==> src/rpcf_defs.svh <==
// Functional notes
// - Station address bits 31:0 from low word
// - Bits 47:32 from high word; Ethernet frames only
// - Bundle-location bit picks UDP source or destination
// - Port-check selector: skip, source, destination; not 11
// - Host ethertype frames: bit 24 forward or drop
// - OAM packets: bit 23 forward or drop
// - Unknown bundle frames: bit 22 forward or drop
// - Service port mismatch: bit 21 forward or drop
// - Non-UDP, non-L2TPv3 IP: bit 20 decides
// - ARP hitting own address: bit 19 decides
// - Ethertype not IP/MPLS/ARP: bit 18 decides
// - IP destination mismatch: bit 17 decides
// - ARP missing own addresses: bit 16 decides
// - Two service ports, both reset 0x085E
// - Host ethertype resets 0x0800, programmed above 0x5DC
// - Bundle-width mask isolates identifier bits
`ifndef RPCF_DEFS_SVH
`define RPCF_DEFS_SVH
// Register byte offsets
`define RPCF_OFS_ADDR_LO 12'h040
`define RPCF_OFS_ADDR_HI 12'h044
`define RPCF_OFS_PORTS 12'h048
`define RPCF_OFS_MASK 12'h050
`define RPCF_OFS_ETYPE 12'h054
`define RPCF_OFS_STATUS 12'h05c
// High word fields
`define RPCF_BIT_BUNDLE_LOC 27
`define RPCF_SEL_HI 26
`define RPCF_SEL_LO 25
`define RPCF_BIT_HOST 24
`define RPCF_BIT_OAM 23
`define RPCF_BIT_BUNDLE 22
`define RPCF_BIT_PORT 21
`define RPCF_BIT_PROTO 20
`define RPCF_BIT_ARP_HIT 19
`define RPCF_BIT_ETYPE 18
`define RPCF_BIT_IP_MISS 17
`define RPCF_BIT_ARP_MISS 16
`define RPCF_HI_KEEP 32'h1fff_ffff
// Reset values
`define RPCF_RST_PORT 16'h085e
`define RPCF_RST_ETYPE 16'h0800
`define RPCF_RST_MASK 16'h0000
// Frame constants
`define RPCF_ET_IP 16'h0800
`define RPCF_ET_ARP 16'h0806
`define RPCF_ET_MPLS 16'h8847
`define RPCF_PROTO_UDP 8'h11
`define RPCF_PROTO_L2TP 8'h73
`define RPCF_BCAST 48'hffff_ffff_ffff
// Byte positions within the frame
`define RPCF_P_DMAC_S 6'h00
`define RPCF_P_DMAC_E 6'h05
`define RPCF_P_ET_S 6'h0c
`define RPCF_P_ET_E 6'h0d
`define RPCF_P_PROTO 6'h17
`define RPCF_P_IPDST_S 6'h1e
`define RPCF_P_IPDST_E 6'h21
`define RPCF_P_USRC_S 6'h22
`define RPCF_P_USRC_E 6'h23
`define RPCF_P_UDST_S 6'h24
`define RPCF_P_UDST_E 6'h25
`define RPCF_P_TPA_S 6'h26
`define RPCF_P_TPA_E 6'h29
`endif

==> src/rpcf_pkg.sv <==
package rpcf_pkg;
  typedef enum logic [1:0] {
    ST_RECV = 2'h0,
    ST_LOOK = 2'h1,
    ST_PUSH = 2'h3
  } rpcf_state_t;
  typedef enum logic [1:0] {
    DST_PAYLOAD = 2'h0,
    DST_CPU = 2'h1,
    DST_DROP = 2'h2
  } rpcf_dest_t;
  typedef enum logic [3:0] {
    RSN_PAYLOAD = 4'h0, RSN_MAC = 4'h1, RSN_HOST = 4'h2, RSN_ETYPE = 4'h3,
    RSN_ARP_HIT = 4'h4, RSN_ARP_MISS = 4'h5, RSN_IP_MISS = 4'h6, RSN_PROTO = 4'h7,
    RSN_PORT = 4'h8, RSN_OAM = 4'h9, RSN_BUNDLE = 4'ha
  } rpcf_reason_t;
endpackage

==> src/rpcf_fifo.sv <==
`timescale 1ns/100ps
module rpcf_fifo #(
  parameter int WIDTH = 22,
  parameter int DEPTH = 4
) (
  // System
  input wire logic clock,
  input wire logic rst,
  // Fill side
  input wire logic in_valid,
  output logic in_ready,
  input wire logic [WIDTH-1:0] in_data,
  // Drain side
  output logic out_valid,
  input wire logic out_ready,
  output logic [WIDTH-1:0] out_data
);
  localparam int AW = (DEPTH > 1) ? $clog2(DEPTH) : 1;
  logic [WIDTH-1:0] mem [DEPTH];
  logic [AW-1:0] wr_ptr, rd_ptr, next_wr_ptr, next_rd_ptr;
  logic [AW:0] count, next_count;
  logic do_push, do_pop;

  // Wrap pointer at depth, which need not be a power of two
  function automatic logic [AW-1:0] bump(input logic [AW-1:0] p);
    if (p == AW'(DEPTH - 1)) return '0;
    return p + 1'b1;
  endfunction

  assign do_push = in_valid && in_ready;
  assign do_pop = out_valid && out_ready;
  assign out_data = mem[rd_ptr];

  // Pointer and fill level next values
  always_comb begin
    next_wr_ptr = do_push ? bump(wr_ptr) : wr_ptr;
    next_rd_ptr = do_pop ? bump(rd_ptr) : rd_ptr;
    next_count = count + (AW+1)'(do_push) - (AW+1)'(do_pop);
  end

  // Flags registered from next level, so ready never lies
  always_ff @(posedge clock) begin
    if (rst) begin
      wr_ptr <= '0;
      rd_ptr <= '0;
      count <= '0;
      in_ready <= 1'b1;
      out_valid <= 1'b0;
    end else begin
      wr_ptr <= next_wr_ptr;
      rd_ptr <= next_rd_ptr;
      count <= next_count;
      in_ready <= next_count != (AW+1)'(DEPTH);
      out_valid <= next_count != '0;
    end
    if (do_push) begin
      mem[wr_ptr] <= in_data;
    end
  end
endmodule

==> src/rpcf_decide.sv <==
`timescale 1ns/100ps
`include "rpcf_defs.svh"
module rpcf_decide
  import rpcf_pkg::*;
(
  // Captured frame fields
  input wire logic from_eth,
  input wire logic [47:0] dst_mac,
  input wire logic [15:0] etype,
  input wire logic [7:0] proto,
  input wire logic [31:0] ip_dst,
  input wire logic [31:0] arp_tpa,
  input wire logic [15:0] udp_src,
  input wire logic [15:0] udp_dst,
  // Configuration
  input wire logic [47:0] station_addr,
  input wire logic [31:0] ctrl,
  input wire logic [15:0] host_etype,
  input wire logic [15:0] port_a,
  input wire logic [15:0] port_b,
  input wire logic [31:0] ip_a,
  input wire logic [31:0] ip_b,
  input wire logic [31:0] ip_c,
  // Bundle lookup answer
  input wire logic bundle_known,
  input wire logic bundle_oam,
  // Verdict
  output rpcf_dest_t dest,
  output rpcf_reason_t reason
);
  logic [1:0] sel;
  logic [15:0] chk_port;
  logic port_hit;

  function automatic logic addr_hit(input logic [31:0] a);
    return a == ip_a || a == ip_b || a == ip_c;
  endfunction

  function automatic rpcf_dest_t steer(input logic discard);
    return discard ? DST_DROP : DST_CPU;
  endfunction

  // Ordered checks: first category that applies decides
  always_comb begin
    sel = ctrl[`RPCF_SEL_HI:`RPCF_SEL_LO];
    chk_port = (sel == 2'h1) ? udp_src : udp_dst;
    port_hit = (sel != 2'h1 && sel != 2'h2) || chk_port == port_a || chk_port == port_b;
    dest = DST_PAYLOAD;
    reason = RSN_PAYLOAD;
    if (from_eth && dst_mac != station_addr && dst_mac != `RPCF_BCAST) begin
      dest = DST_DROP;
      reason = RSN_MAC;
    end else if (etype == host_etype) begin
      dest = steer(ctrl[`RPCF_BIT_HOST]);
      reason = RSN_HOST;
    end else if (etype != `RPCF_ET_IP && etype != `RPCF_ET_ARP && etype != `RPCF_ET_MPLS) begin
      dest = steer(ctrl[`RPCF_BIT_ETYPE]);
      reason = RSN_ETYPE;
    end else if (etype == `RPCF_ET_ARP) begin
      dest = steer(addr_hit(arp_tpa) ? ctrl[`RPCF_BIT_ARP_HIT] : ctrl[`RPCF_BIT_ARP_MISS]);
      reason = addr_hit(arp_tpa) ? RSN_ARP_HIT : RSN_ARP_MISS;
    end else if (etype == `RPCF_ET_IP) begin
      if (!addr_hit(ip_dst)) begin
        dest = steer(ctrl[`RPCF_BIT_IP_MISS]);
        reason = RSN_IP_MISS;
      end else if (proto != `RPCF_PROTO_UDP && proto != `RPCF_PROTO_L2TP) begin
        dest = steer(ctrl[`RPCF_BIT_PROTO]);
        reason = RSN_PROTO;
      end else if (proto == `RPCF_PROTO_UDP) begin
        if (!port_hit) begin
          dest = steer(ctrl[`RPCF_BIT_PORT]);
          reason = RSN_PORT;
        end else if (bundle_oam) begin
          dest = steer(ctrl[`RPCF_BIT_OAM]);
          reason = RSN_OAM;
        end else if (!bundle_known) begin
          dest = steer(ctrl[`RPCF_BIT_BUNDLE]);
          reason = RSN_BUNDLE;
        end
      end
    end
  end
endmodule

==> src/rpcf_top.sv <==
// The APB interface to the registers was chosen for this implementation.
`timescale 1ns/100ps
`include "rpcf_defs.svh"
module rpcf_top
  import rpcf_pkg::*;
#(
  parameter int FIFO_DEPTH = 4
) (
  // System
  input wire logic clock,
  input wire logic rst,
  // APB slave
  input wire logic psel,
  input wire logic penable,
  input wire logic pwrite,
  input wire logic [11:0] paddr,
  input wire logic [31:0] pwdata,
  output logic pready,
  output logic [31:0] prdata,
  output logic pslverr,
  // Receive byte stream from MAC
  input wire logic rx_valid,
  input wire logic rx_sof,
  input wire logic rx_eof,
  input wire logic rx_from_eth,
  input wire logic [7:0] rx_data,
  output logic rx_ready,
  // Device IPv4 addresses
  input wire logic [31:0] dev_ip_a,
  input wire logic [31:0] dev_ip_b,
  input wire logic [31:0] dev_ip_c,
  // Bundle table lookup
  output logic lookup_req,
  output logic [15:0] lookup_bundle_id,
  input wire logic bundle_known,
  input wire logic bundle_oam,
  // Verdict queue
  output logic cls_valid,
  output logic [21:0] cls_data,
  input wire logic cls_ready
);
  // ------------------------------------------------------------
  // Register file
  // ------------------------------------------------------------
  logic [31:0] addr_lo, next_addr_lo;
  logic [31:0] addr_hi, next_addr_hi;
  logic [15:0] port_a, next_port_a;
  logic [15:0] port_b, next_port_b;
  logic [15:0] bundle_mask, next_bundle_mask;
  logic [15:0] host_etype, next_host_etype;
  logic [15:0] fwd_count, next_fwd_count;
  logic [15:0] drop_count, next_drop_count;
  logic next_pready, next_pslverr;
  logic [31:0] next_prdata;
  logic apb_done, apb_wr;
  logic [32:0] rd_word;

  // Read map: bit 32 flags a mapped address
  function automatic logic [32:0] read_map(input logic [11:0] a);
    case (a)
      `RPCF_OFS_ADDR_LO: return {1'b1, addr_lo};
      `RPCF_OFS_ADDR_HI: return {1'b1, addr_hi};
      `RPCF_OFS_PORTS: return {1'b1, port_b, port_a};
      `RPCF_OFS_MASK: return {1'b1, bundle_mask, 16'h0000};
      `RPCF_OFS_ETYPE: return {1'b1, host_etype, 16'h0000};
      `RPCF_OFS_STATUS: return {1'b1, drop_count, fwd_count};
      default: return 33'h0_0000_0000;
    endcase
  endfunction

  assign apb_done = psel && penable && pready;
  assign apb_wr = apb_done && pwrite;

  // One wait state; data and error are set up with pready
  always_comb begin
    rd_word = read_map(paddr);
    next_pready = psel && penable && !pready;
    next_prdata = prdata;
    next_pslverr = pslverr;
    if (next_pready) begin
      next_prdata = pwrite ? 32'h0000_0000 : rd_word[31:0];
      next_pslverr = !rd_word[32] || (pwrite && paddr == `RPCF_OFS_STATUS);
    end
    next_addr_lo = addr_lo;
    next_addr_hi = addr_hi;
    next_port_a = port_a;
    next_port_b = port_b;
    next_bundle_mask = bundle_mask;
    next_host_etype = host_etype;
    if (apb_wr && paddr == `RPCF_OFS_ADDR_LO) begin
      next_addr_lo = pwdata;
    end
    if (apb_wr && paddr == `RPCF_OFS_ADDR_HI) begin
      // Reserved top bits never stored, so they read as zero
      next_addr_hi = pwdata & `RPCF_HI_KEEP;
    end
    if (apb_wr && paddr == `RPCF_OFS_PORTS) begin
      next_port_a = pwdata[15:0];
      next_port_b = pwdata[31:16];
    end
    if (apb_wr && paddr == `RPCF_OFS_MASK) begin
      next_bundle_mask = pwdata[31:16];
    end
    if (apb_wr && paddr == `RPCF_OFS_ETYPE) begin
      next_host_etype = pwdata[31:16];
    end
  end

  // Configuration registers
  always_ff @(posedge clock) begin
    if (rst) begin
      pready <= 1'b0;
      prdata <= 32'h0000_0000;
      pslverr <= 1'b0;
      addr_lo <= 32'h0000_0000;
      addr_hi <= 32'h0000_0000;
      port_a <= `RPCF_RST_PORT;
      port_b <= `RPCF_RST_PORT;
      bundle_mask <= `RPCF_RST_MASK;
      host_etype <= `RPCF_RST_ETYPE;
    end else begin
      pready <= next_pready;
      prdata <= next_prdata;
      pslverr <= next_pslverr;
      addr_lo <= next_addr_lo;
      addr_hi <= next_addr_hi;
      port_a <= next_port_a;
      port_b <= next_port_b;
      bundle_mask <= next_bundle_mask;
      host_etype <= next_host_etype;
    end
  end

  // ------------------------------------------------------------
  // Header capture
  // ------------------------------------------------------------
  logic [5:0] byte_cnt, next_byte_cnt, pos;
  logic take, from_eth, next_from_eth;
  logic [47:0] dst_mac, next_dst_mac;
  logic [15:0] etype, next_etype;
  logic [7:0] proto, next_proto;
  logic [31:0] ip_dst, next_ip_dst;
  logic [31:0] arp_tpa, next_arp_tpa;
  logic [15:0] udp_src, next_udp_src;
  logic [15:0] udp_dst, next_udp_dst;

  function automatic logic in_span(input logic [5:0] p, input logic [5:0] s,
                                   input logic [5:0] e);
    return p >= s && p <= e;
  endfunction

  assign take = rx_valid && rx_ready;
  assign pos = rx_sof ? 6'h00 : byte_cnt;

  // Shift each field in as its bytes pass; counter saturates past header
  always_comb begin
    next_byte_cnt = byte_cnt;
    next_from_eth = from_eth;
    next_dst_mac = dst_mac;
    next_etype = etype;
    next_proto = proto;
    next_ip_dst = ip_dst;
    next_arp_tpa = arp_tpa;
    next_udp_src = udp_src;
    next_udp_dst = udp_dst;
    if (take) begin
      next_byte_cnt = (pos == 6'h3f) ? pos : pos + 6'h01;
      if (rx_sof) begin
        next_from_eth = rx_from_eth;
      end
      if (in_span(pos, `RPCF_P_DMAC_S, `RPCF_P_DMAC_E)) begin
        next_dst_mac = {dst_mac[39:0], rx_data};
      end
      if (in_span(pos, `RPCF_P_ET_S, `RPCF_P_ET_E)) begin
        next_etype = {etype[7:0], rx_data};
      end
      if (pos == `RPCF_P_PROTO) begin
        next_proto = rx_data;
      end
      if (in_span(pos, `RPCF_P_IPDST_S, `RPCF_P_IPDST_E)) begin
        next_ip_dst = {ip_dst[23:0], rx_data};
      end
      if (in_span(pos, `RPCF_P_USRC_S, `RPCF_P_USRC_E)) begin
        next_udp_src = {udp_src[7:0], rx_data};
      end
      if (in_span(pos, `RPCF_P_UDST_S, `RPCF_P_UDST_E)) begin
        next_udp_dst = {udp_dst[7:0], rx_data};
      end
      if (in_span(pos, `RPCF_P_TPA_S, `RPCF_P_TPA_E)) begin
        next_arp_tpa = {arp_tpa[23:0], rx_data};
      end
    end
  end

  // Header field registers
  always_ff @(posedge clock) begin
    if (rst) begin
      byte_cnt <= 6'h00;
      from_eth <= 1'b0;
      dst_mac <= 48'h0000_0000_0000;
      etype <= 16'h0000;
      proto <= 8'h00;
      ip_dst <= 32'h0000_0000;
      arp_tpa <= 32'h0000_0000;
      udp_src <= 16'h0000;
      udp_dst <= 16'h0000;
    end else begin
      byte_cnt <= next_byte_cnt;
      from_eth <= next_from_eth;
      dst_mac <= next_dst_mac;
      etype <= next_etype;
      proto <= next_proto;
      ip_dst <= next_ip_dst;
      arp_tpa <= next_arp_tpa;
      udp_src <= next_udp_src;
      udp_dst <= next_udp_dst;
    end
  end

  // ------------------------------------------------------------
  // Verdict sequencer
  // ------------------------------------------------------------
  rpcf_state_t state, next_state;
  rpcf_dest_t dec_dest, verdict_dest, next_verdict_dest;
  rpcf_reason_t dec_reason, verdict_reason, next_verdict_reason;
  logic [15:0] next_bundle_id;
  logic next_rx_ready, next_lookup_req;
  logic fifo_in_ready, fifo_push;

  rpcf_decide u_decide (
    .from_eth(from_eth),
    .dst_mac(dst_mac),
    .etype(etype),
    .proto(proto),
    .ip_dst(ip_dst),
    .arp_tpa(arp_tpa),
    .udp_src(udp_src),
    .udp_dst(udp_dst),
    .station_addr({addr_hi[15:0], addr_lo}),
    .ctrl(addr_hi),
    .host_etype(host_etype),
    .port_a(port_a),
    .port_b(port_b),
    .ip_a(dev_ip_a),
    .ip_b(dev_ip_b),
    .ip_c(dev_ip_c),
    .bundle_known(bundle_known),
    .bundle_oam(bundle_oam),
    .dest(dec_dest),
    .reason(dec_reason)
  );

  assign fifo_push = state == ST_PUSH;

  // Stream stalls while the verdict waits, so a full queue holds the MAC
  always_comb begin
    next_state = state;
    next_bundle_id = lookup_bundle_id;
    next_verdict_dest = verdict_dest;
    next_verdict_reason = verdict_reason;
    next_fwd_count = fwd_count;
    next_drop_count = drop_count;
    unique case (state)
      ST_RECV: begin
        if (take && rx_eof) begin
          next_state = ST_LOOK;
          // Uses next values so a last header byte on eof still counts
          next_bundle_id = (addr_hi[`RPCF_BIT_BUNDLE_LOC] ? next_udp_dst : next_udp_src)
                           & bundle_mask;
        end
      end
      ST_LOOK: begin
        next_state = ST_PUSH;
        next_verdict_dest = dec_dest;
        next_verdict_reason = dec_reason;
      end
      ST_PUSH: begin
        if (fifo_in_ready) begin
          next_state = ST_RECV;
          if (verdict_dest == DST_DROP) begin
            next_drop_count = drop_count + 16'h0001;
          end else begin
            next_fwd_count = fwd_count + 16'h0001;
          end
        end
      end
      default: next_state = ST_RECV;
    endcase
    next_rx_ready = next_state == ST_RECV;
    next_lookup_req = next_state == ST_LOOK;
  end

  // Sequencer registers
  always_ff @(posedge clock) begin
    if (rst) begin
      state <= ST_RECV;
      lookup_bundle_id <= 16'h0000;
      verdict_dest <= DST_PAYLOAD;
      verdict_reason <= RSN_PAYLOAD;
      fwd_count <= 16'h0000;
      drop_count <= 16'h0000;
      rx_ready <= 1'b1;
      lookup_req <= 1'b0;
    end else begin
      state <= next_state;
      lookup_bundle_id <= next_bundle_id;
      verdict_dest <= next_verdict_dest;
      verdict_reason <= next_verdict_reason;
      fwd_count <= next_fwd_count;
      drop_count <= next_drop_count;
      rx_ready <= next_rx_ready;
      lookup_req <= next_lookup_req;
    end
  end

  // Four-deep queue absorbs short host stalls between verdicts
  rpcf_fifo #(
    .WIDTH(22),
    .DEPTH(FIFO_DEPTH)
  ) u_fifo (
    .clock(clock),
    .rst(rst),
    .in_valid(fifo_push),
    .in_ready(fifo_in_ready),
    .in_data({verdict_dest, verdict_reason, lookup_bundle_id}),
    .out_valid(cls_valid),
    .out_ready(cls_ready),
    .out_data(cls_data)
  );
endmodule

==> config.mk <==
export PLATFORM = sky130hd
export DESIGN_NAME = rpcf_top
export DESIGN_NICKNAME = d
export VERILOG_FILES = /design/src/rpcf_pkg.sv /design/src/rpcf_fifo.sv /design/src/rpcf_decide.sv /design/src/rpcf_top.sv
export VERILOG_INCLUDE_DIRS = /design/src
export SDC_FILE = /design/constraint.sdc
export NUM_CORES = 1
export LEC_CHECK = 0
export BUFFER_PORTS_ARGS = -buffer_cell sky130_fd_sc_hd__buf_2
export CORE_MARGIN = 10
export CORE_UTILIZATION = 45
export DETAILED_ROUTE_END_ITERATION = 10
export GPL_TIMING_DRIVEN = 0
export PLACE_DENSITY = 0.72
export SLEW_MARGIN = 40
export SYNTH_ARGS = -nofsm -noshare
export SYNTH_HDL_FRONTEND = slang
export SYNTH_SLANG_ARGS = --single-unit
==> constraint.sdc <==
create_clock -name clock -period 3.4 [get_ports clock]
set_input_delay 0.34 -clock clock [delete_from_list [all_inputs] [get_ports clock]]
set_output_delay 0.34 -clock clock [all_outputs]
set_load 0.02 [all_outputs]
==> qor.yml, run 1 <==
status: "complete, no violations"
finalCriticalPeriod_ns: 3.30
dr.pass1.iters: 6
grt_max_degree: 23
antenna_found_initial: 4
cp_max_fo: 10
wl_met1_mm: 35.0
final_common_cell: "nand2_1"
cts.clk_slew.worst_paths_ns: 0.06
grt_pass1_vias: 19454
slew_viol_final: 0
vias: 19851
postPlaceCellArea_um2: 24800
finalSetupTns_ns: 0
ys_seq_elements: 491
die_w_um: 245
routedWlPerCell_um: 24.7
n_fill_cell: 4643
area_growth_pct: 17.2
criticalPathCategory: "reg -> reg"
finalClockSkew_ns: 0.0322
cp.required_ns: 3.90
die_y_um: 245
root_buffer: "clkbuf_16"
cts_resized: 0
min_to: "port_a[15]$_SDFFE_PP0P_"
wl_met3_mm: 6.31
clock_latency_ns: 0.63
fp-row-count: 82
gp_congestion: 1.05
ant_nets: 0
cts_tree: "yes"
post_cts_buffers: 0
met2_length_mm: 39.5
wirelength_mm: 85.3
r2r_setup_slack_ns: 0.1
avgSynthCellArea_um2: 9.32
synthCells: 2445
yosys_warnings: 0
multi_input_area_um2: 11200
finalSetupViolations: 0
reg2reg_depth: 11
gr-total-overflow: 0
ys_seq_area_share_pct: 47.0
core_um2: 50100
hpwlAfterDp_mm: 67.1
grt_pass1_wl_mm: 125
power.leakage_nw: 10.2
power.density_nw_per_um2: 488
arrival_ns: 3.80
switching_share_pct: 24.4
seqPwrFrac_pct: 46.3
fp.dieArea_um2: 60000
layout.nets: 2913
drcViolationCount: 0
design_area_um2: 26700
cts_buffer_depth: 3
ios: 235
fin_crit_sh_pct: 97.1
crit_path_start: "addr_hi[25]$_SDFFE_PP0P_"
p_int_mw: 9.84
power.switching_mw: 3.18
max_freq_ghz: 0.303
pwr-share-clk_pct: 46.0
hp-class: "in -> reg"
layout_common_cells: "nand2_1 (406), dfxtp_1 (403), buf_2 (250), a21oi_1 (237), nor2_1 (215)"
synth_fp_nets: 2620
cts_buffers: 52
maxCapViolCount: 0
worstMarginPinSlew_ns: 0.876
combPwrFrac_pct: 7.8
grt_use_total_pct: 27.4
hold_slack_ns: 0.0189
cts.sink_count: 491
whs_path_depth: 3
slew_headroom_pct: 41.6
cp-start-kind: "flip-flop"
async_flop_share_pct: 0
end_kind: "flip-flop"
dr.max_layer_used: "met5"
synth_ff_type: "dfxtp_1"
reg2reg_to: "verdict_dest[1]$_SDFFE_PP0P_"
routed_via_density: 5.75
drive_gt1_share_pct: 14.6
synthDistinctLibCells: 61
h-tree-depth: 2
start_util_pct: 45.5
syn_area_um2: 22800
io_buffers: 231
seq_area_um2: 10700
final_hold_viol_count: 0
reg2reg_from: "addr_hi[25]$_SDFFE_PP0P_"
synth-edff-count: 88
peakVddDrop_mv: 0.356
drt_iter0_drc: 2079
holdCritStartpoint: "pwdata[15]"
rsz0062_at_grt: "false"
sequential cells by signal, indices dropped and copies added (netlist names), 8 cells and up, named ones only:
signal / flops
udp_dst: 16
bundle_mask: 16
drop_count: 16
addr_lo: 32
prdata: 32
fwd_count: 16
ip_dst: 32
proto: 8
addr_hi: 29
port_a: 16
etype: 16
dst_mac: 48
port_b: 16
host_etype: 16
arp_tpa: 32
udp_src: 16
lookup_bundle_id: 16
u_fifo.mem: 88
kinds of logic (layout without fill, tap and decap cells):
| logic type | count (synthesis) | after routing | synth area share, % |
|---|---|---|---|
| fa+ha+maj | 15 | 15 | 0.857 |
| flops | 491 | 491 | 47.0 |
| other cells | 0 | 1 | 0 |
| compound gates | 372 | 372 | 9.59 |
| buf+inv | 194 | 529 | 3.76 |
| simple gates | 875 | 875 | 17.3 |
| mux | 180 | 180 | 9.26 |
| xor+xnor | 318 | 318 | 12.2 |
per-stage QoR:
stage                     worst slack, ns  total power [mW]  instances  utilization, %
final                              0.0988              13.0       3453            53.3
after global routing               0.0895              13.4       3452            53.3
after CTS                           0.303              13.1       3452            53.3
after detailed placement           0.0267              7.15       3348            49.5
after global placement             0.0568              7.14       3348            49.5
after floorplan                     0.843              6.68       2445               -
how the worst max path moves through the flow:
stage	endpoint	depth (start not counted)
floorplan	dst_mac[37]$_SDFFE_PP0P_	12
global placement	dst_mac[27]$_SDFFE_PP0P_	13
detailed placement	dst_mac[42]$_SDFFE_PP0P_	13
CTS	verdict_dest[1]$_SDFFE_PP0P_	11
global route	verdict_dest[1]$_SDFFE_PP0P_	12
finish	verdict_dest[1]$_SDFFE_PP0P_	11
area by class of cell:
class                           count  area share (%)
Buffer                            173            2.94
Antenna cell                        1         0.00937
Timing Repair Buffer              239            4.63
Sequential cell                   491            40.1
Inverter                           21           0.295
Clock inverter                     25            1.20
Clock buffer                       71            5.56
Tap cell                          672            3.15
Multi-Input combinational cell   1760            42.1
layer usage:
layer | vias up | GRT usage [%]
li1 | 9039 | -
met1 | 9611 | 34.7
met2 | 951 | 45.3
met3 | 244 | 4.65
met4 | 6 | 12.3
met5 | - | 0
synthesized netlist by cell type (all sizes together) (2+ instances only):
| master | instances | area share [%] |
|---|---|---|
| nand2b | 7 | 0.19 |
| nor3 | 15 | 0.37 |
| and3 | 7 | 0.19 |
| nand3 | 50 | 1.1 |
| o21a | 2 | 0.066 |
| o21ai | 16 | 0.35 |
| a21oi | 237 | 5.2 |
| a22oi | 88 | 2.9 |
| and2 | 10 | 0.27 |
| buf | 46 | 1.3 |
| mux2 | 2 | 0.099 |
| mux4 | 22 | 2.2 |
| nand2 | 406 | 6.7 |
| nor4 | 66 | 1.9 |
| inv | 21 | 0.35 |
| o21bai | 2 | 0.066 |
| xnor2 | 121 | 4.7 |
| clkbuf | 127 | 2.1 |
| or3 | 8 | 0.22 |
| dfxtp | 403 | 35 |
| a221oi | 2 | 0.077 |
| and4 | 6 | 0.23 |
| a222oi | 3 | 0.13 |
| edfxtp | 88 | 12 |
| a31o | 2 | 0.077 |
| nor4b | 3 | 0.21 |
| mux2i | 156 | 7.0 |
| nand4 | 54 | 1.5 |
| a211oi | 8 | 0.29 |
| ha | 14 | 0.77 |
| nor2 | 215 | 3.5 |
| a31oi | 2 | 0.055 |
| xor2 | 197 | 7.6 |
| nand3b | 16 | 0.53 |
| nor2b | 7 | 0.19 |
power groups by stage:
stage          Sequential, mW  Clock [mW]  Combinational [mW]
2_1_floorplan            6.13           0               0.545
3_3_place_gp             6.15           0               0.986
3_5_place_dp             6.15           0                1.00
4_1_cts                  6.03        6.05                1.01
5_1_grt                  6.03        6.28                1.08
6_report                 6.03        5.99                1.01
worst max-delay path, stage by stage (launching register included):
cell,delay [ns]
dfxtp_1,0.39
ha_1,0.20
buf_6,0.16
buf_12,0.17
mux2i_1,0.67
xnor2_1,0.18
nor4_2,0.29
a41oi_1,0.33
and3_1,0.30
a21oi_1,0.13
o2111ai_1,0.16
and2_1,0.19
repair_timing:
| action | 4_1_cts | 5_1_grt |
|---|---|---|
| hold buffers | 8 | 0 |
| endpoints found under the setup margin | 0 | 0 |
| hold endpoints to repair | 9 | 0 |
Note: power is estimated with default switching activity, not from simulation.
==> run 2, diff against run 1 <==
- GPL_TIMING_DRIVEN: 0 -> not set
==> run 2 against run 1 <==
Against the previous run: clock-buffer cell count fell by 3; largest power group unchanged; design area fell by 1.9%; via count fell by 3.6%; die area did not move; wire length fell by 6.0%; clock power fell by 4.0%; highest routed layer is now met4.
==> qor.yml, run 2 (synthesized netlist as in run 1, its figures left out) <==
status: "complete, no violations"
cts_buffer_depth: 3  # unchanged
finalClockSkew_ns: 0.0215  # -0.0107 ns
gr-total-overflow: 0  # unchanged
use_met2_pct: 42.1  # -3.2 points
routedWlPerCell_um: 24.2  # -2.2%
h-tree-depth: 2  # unchanged
grt_pass1_wl_mm: 118  # -5.4%
p_int_mw: 9.72  # -1.3%
ant_nets: 0  # unchanged
cts.sink_count: 491  # unchanged
core_um2: 50100  # unchanged
min_to: "addr_hi[0]$_SDFFE_PP0P_"
post_cts_buffers: 0  # unchanged
placed_cells: 3224  # -3.7%
cp_cell_sequence: "inv_1 -> ha_1 -> buf_4 -> mux2i_1 -> xnor2_1 -> nor4_1 -> a41oi_1 -> and3_1 -> a2111o_1 -> a211oi_2"
busiest_layer: "met2"
grt_use_met3_pct: 3.77  # -0.88 points
cts_tree: "yes"
slew_viol_final: 0  # unchanged
fin_crit_sh_pct: 85.3  # -12 points
worstMarginPinSlew_ns: 0.776  # -0.100 ns
top_register: "u_fifo.mem"
reg2reg_to: "verdict_dest[0]$_SDFFE_PP0P_"
rsz0062_at_grt: "false"
finalSetupTns_ns: 0  # unchanged
largest_reg_flops: 88  # unchanged
cts_buffers: 51  # -1.9%
cp.required_ns: 3.91  # about the same
hpwlAfterDp_mm: 61.4  # -8.5%
routed_via_density: 5.77  # +0.30%
cp_max_fo: 16  # +6
criticalPathCategory: "reg -> reg"
grt_max_degree: 159  # +590%
seqPwrFrac_pct: 47.1  # +0.8 points
root_buffer: "clkbuf_16"
grt_use_total_pct: 25.6  # -1.8 points
slowest_stage: "mux2i_1"
antenna_found_initial: 3  # -1
wirelength_mm: 80.1  # -6.0%
die_w_um: 245  # unchanged
reg2reg_from: "addr_hi[26]$_SDFFE_PP0P_"
power.leakage_nw: 9.98  # -2.0%
drt_iter0_drc: 2283  # +9.8%
fp-row-count: 82  # unchanged
die_y_um: 245  # unchanged
cp-start-kind: "flip-flop"
finalNonFillerCells: 3317  # -3.9%
max_freq_ghz: 0.345  # +14%
area_growth_pct: 15.0
drive_gt1_share_pct: 15.6  # +0.91 points
holdCritStartpoint: "pwdata[0]"
r2r_setup_slack_ns: 0.50  # +0.40 ns
maxCapViolCount: 0  # unchanged
fp.dieArea_um2: 60000  # unchanged
final_hold_viol_count: 0  # unchanged
ios: 235  # unchanged
slew_headroom_pct: 48.0  # +6.4 points
layout.nets: 2781  # -4.5%
pwr-share-clk_pct: 45.1  # -0.9 points
switching_share_pct: 23.8  # -0.64 points
end_kind: "flip-flop"
finalCriticalPeriod_ns: 2.90  # -0.400 ns
reg2reg_depth: 10  # -1
vias: 19127  # -3.6%
clock_latency_ns: 0.60  # -0.03 ns
gp_congestion: 1.00  # -4.7%
arrival_ns: 3.41  # -0.39 ns
layout_common_cells: "nand2_1 (405), dfxtp_1 (402), a21oi_1 (237), buf_2 (233), nor2_1 (212)"
power.switching_mw: 3.04  # -4.7%
slowest_delay_ns: 0.49  # -0.18 ns
final_common_cell: "nand2_1"
power.density_nw_per_um2: 487  # -0.22%
cts.clk_slew.worst_paths_ns: 0.07  # about the same
finalSetupViolations: 0  # unchanged
hp-class: "in -> reg"
combPwrFrac_pct: 7.7  # about the same
grt_pass1_vias: 18228  # -6.3%
whs_path_depth: 3  # unchanged
reg_top3: "u_fifo.mem (88), dst_mac (48)"
dr.pass1.iters: 8  # +2
drcViolationCount: 0  # unchanged
io_buffers: 234  # +1.3%
start_util_pct: 45.5  # unchanged
peakVddDrop_mv: 0.355  # -0.36%
grtUsageMet1_pct: 34.0  # -0.66 points
==> run 2: changes by cell type in the layout (fill, tap and decap cells not counted), sizes merged <==
cell and change:
clkinv -3, inv +1, diode +1, clkbuf -130, clkinvlp -1, dlygate4sd3 -7, buf +3
==> run 2: area by class of cell <==
type                            instances  area, um^2
Inverter                               21        78.8
Timing Repair Buffer                  281        1570
Multi-Input combinational cell       1760       11300
Tap cell                              672         841
Clock buffer                           68        1430
Antenna cell                            2        5.00
Fill cell                            4645       23900
Sequential cell                       491       10700
Clock inverter                         22         282
==> run 2: worst max path at each step <==
stage,startpoint,end
after floorplan,rx_sof,dst_mac[37]$_SDFFE_PP0P_
after global placement,addr_hi[25]$_SDFFE_PP0P_,verdict_dest[1]$_SDFFE_PP0P_
after detailed placement,addr_hi[25]$_SDFFE_PP0P_,verdict_dest[0]$_SDFFE_PP0P_
after CTS,addr_hi[25]$_SDFFE_PP0P_,verdict_dest[0]$_SDFFE_PP0P_
after global routing,addr_hi[26]$_SDFFE_PP0P_,verdict_dest[0]$_SDFFE_PP0P_
final,addr_hi[26]$_SDFFE_PP0P_,verdict_dest[0]$_SDFFE_PP0P_
==> run 2: per-layer routing <==
metal	up-vias	part of all wire (%)
met5	-	0
met1	9303	42
li1	8779	-
met4	0	3.3
met2	889	47
met3	156	7.2
==> run 2: per-stage QoR <==
step / hold WS [ns] / setup WS (ns) / cell area (um^2) / util, % / total power, mW
3_3_place_gp: 0.443 / 0.439 / 24500 / 48.9 / 7.10
4_1_cts: 0.0121 / 0.473 / 26200 / 52.3 / 12.8
2_1_floorplan: 0.425 / 0.843 / 22800 / - / 6.68
3_5_place_dp: 0.450 / 0.465 / 24500 / 48.9 / 7.12
5_1_grt: 0.0282 / 0.303 / 26200 / 52.3 / 13.1
6_report: 0.0254 / 0.499 / 26200 / 52.3 / 12.8
==> run 2: power groups by stage <==
stage	combinational [mW]	clock, mW	sequential [mW]
6_report	0.987	5.75	6.01
2_1_floorplan	0.545	0	6.13
5_1_grt	1.05	6.06	6.02
4_1_cts	0.985	5.83	6.01
3_5_place_dp	0.979	0	6.14
3_3_place_gp	0.966	0	6.14
==> run 2: worst max-delay path, delay by kind of cell (launching register included) <==
| family | cells | cell delay, ns |
|---|---|---|
| AOI/OAI and AO/OA | 3 | 0.73 |
| xor gates and xnor gates | 1 | 0.12 |
| adders and majority gates | 1 | 0.14 |
| buffers and inverters | 2 | 0.37 |
| DFF | 1 | 0.32 |
| muxes | 1 | 0.49 |
| and+or+nand+nor | 2 | 0.65 |
==> run 2: timing repair <==
action | in CTS | in global routing
gates resized for setup | 0 | 0
hold endpoints to repair | 1 | 0
hold buffers | 1 | 0
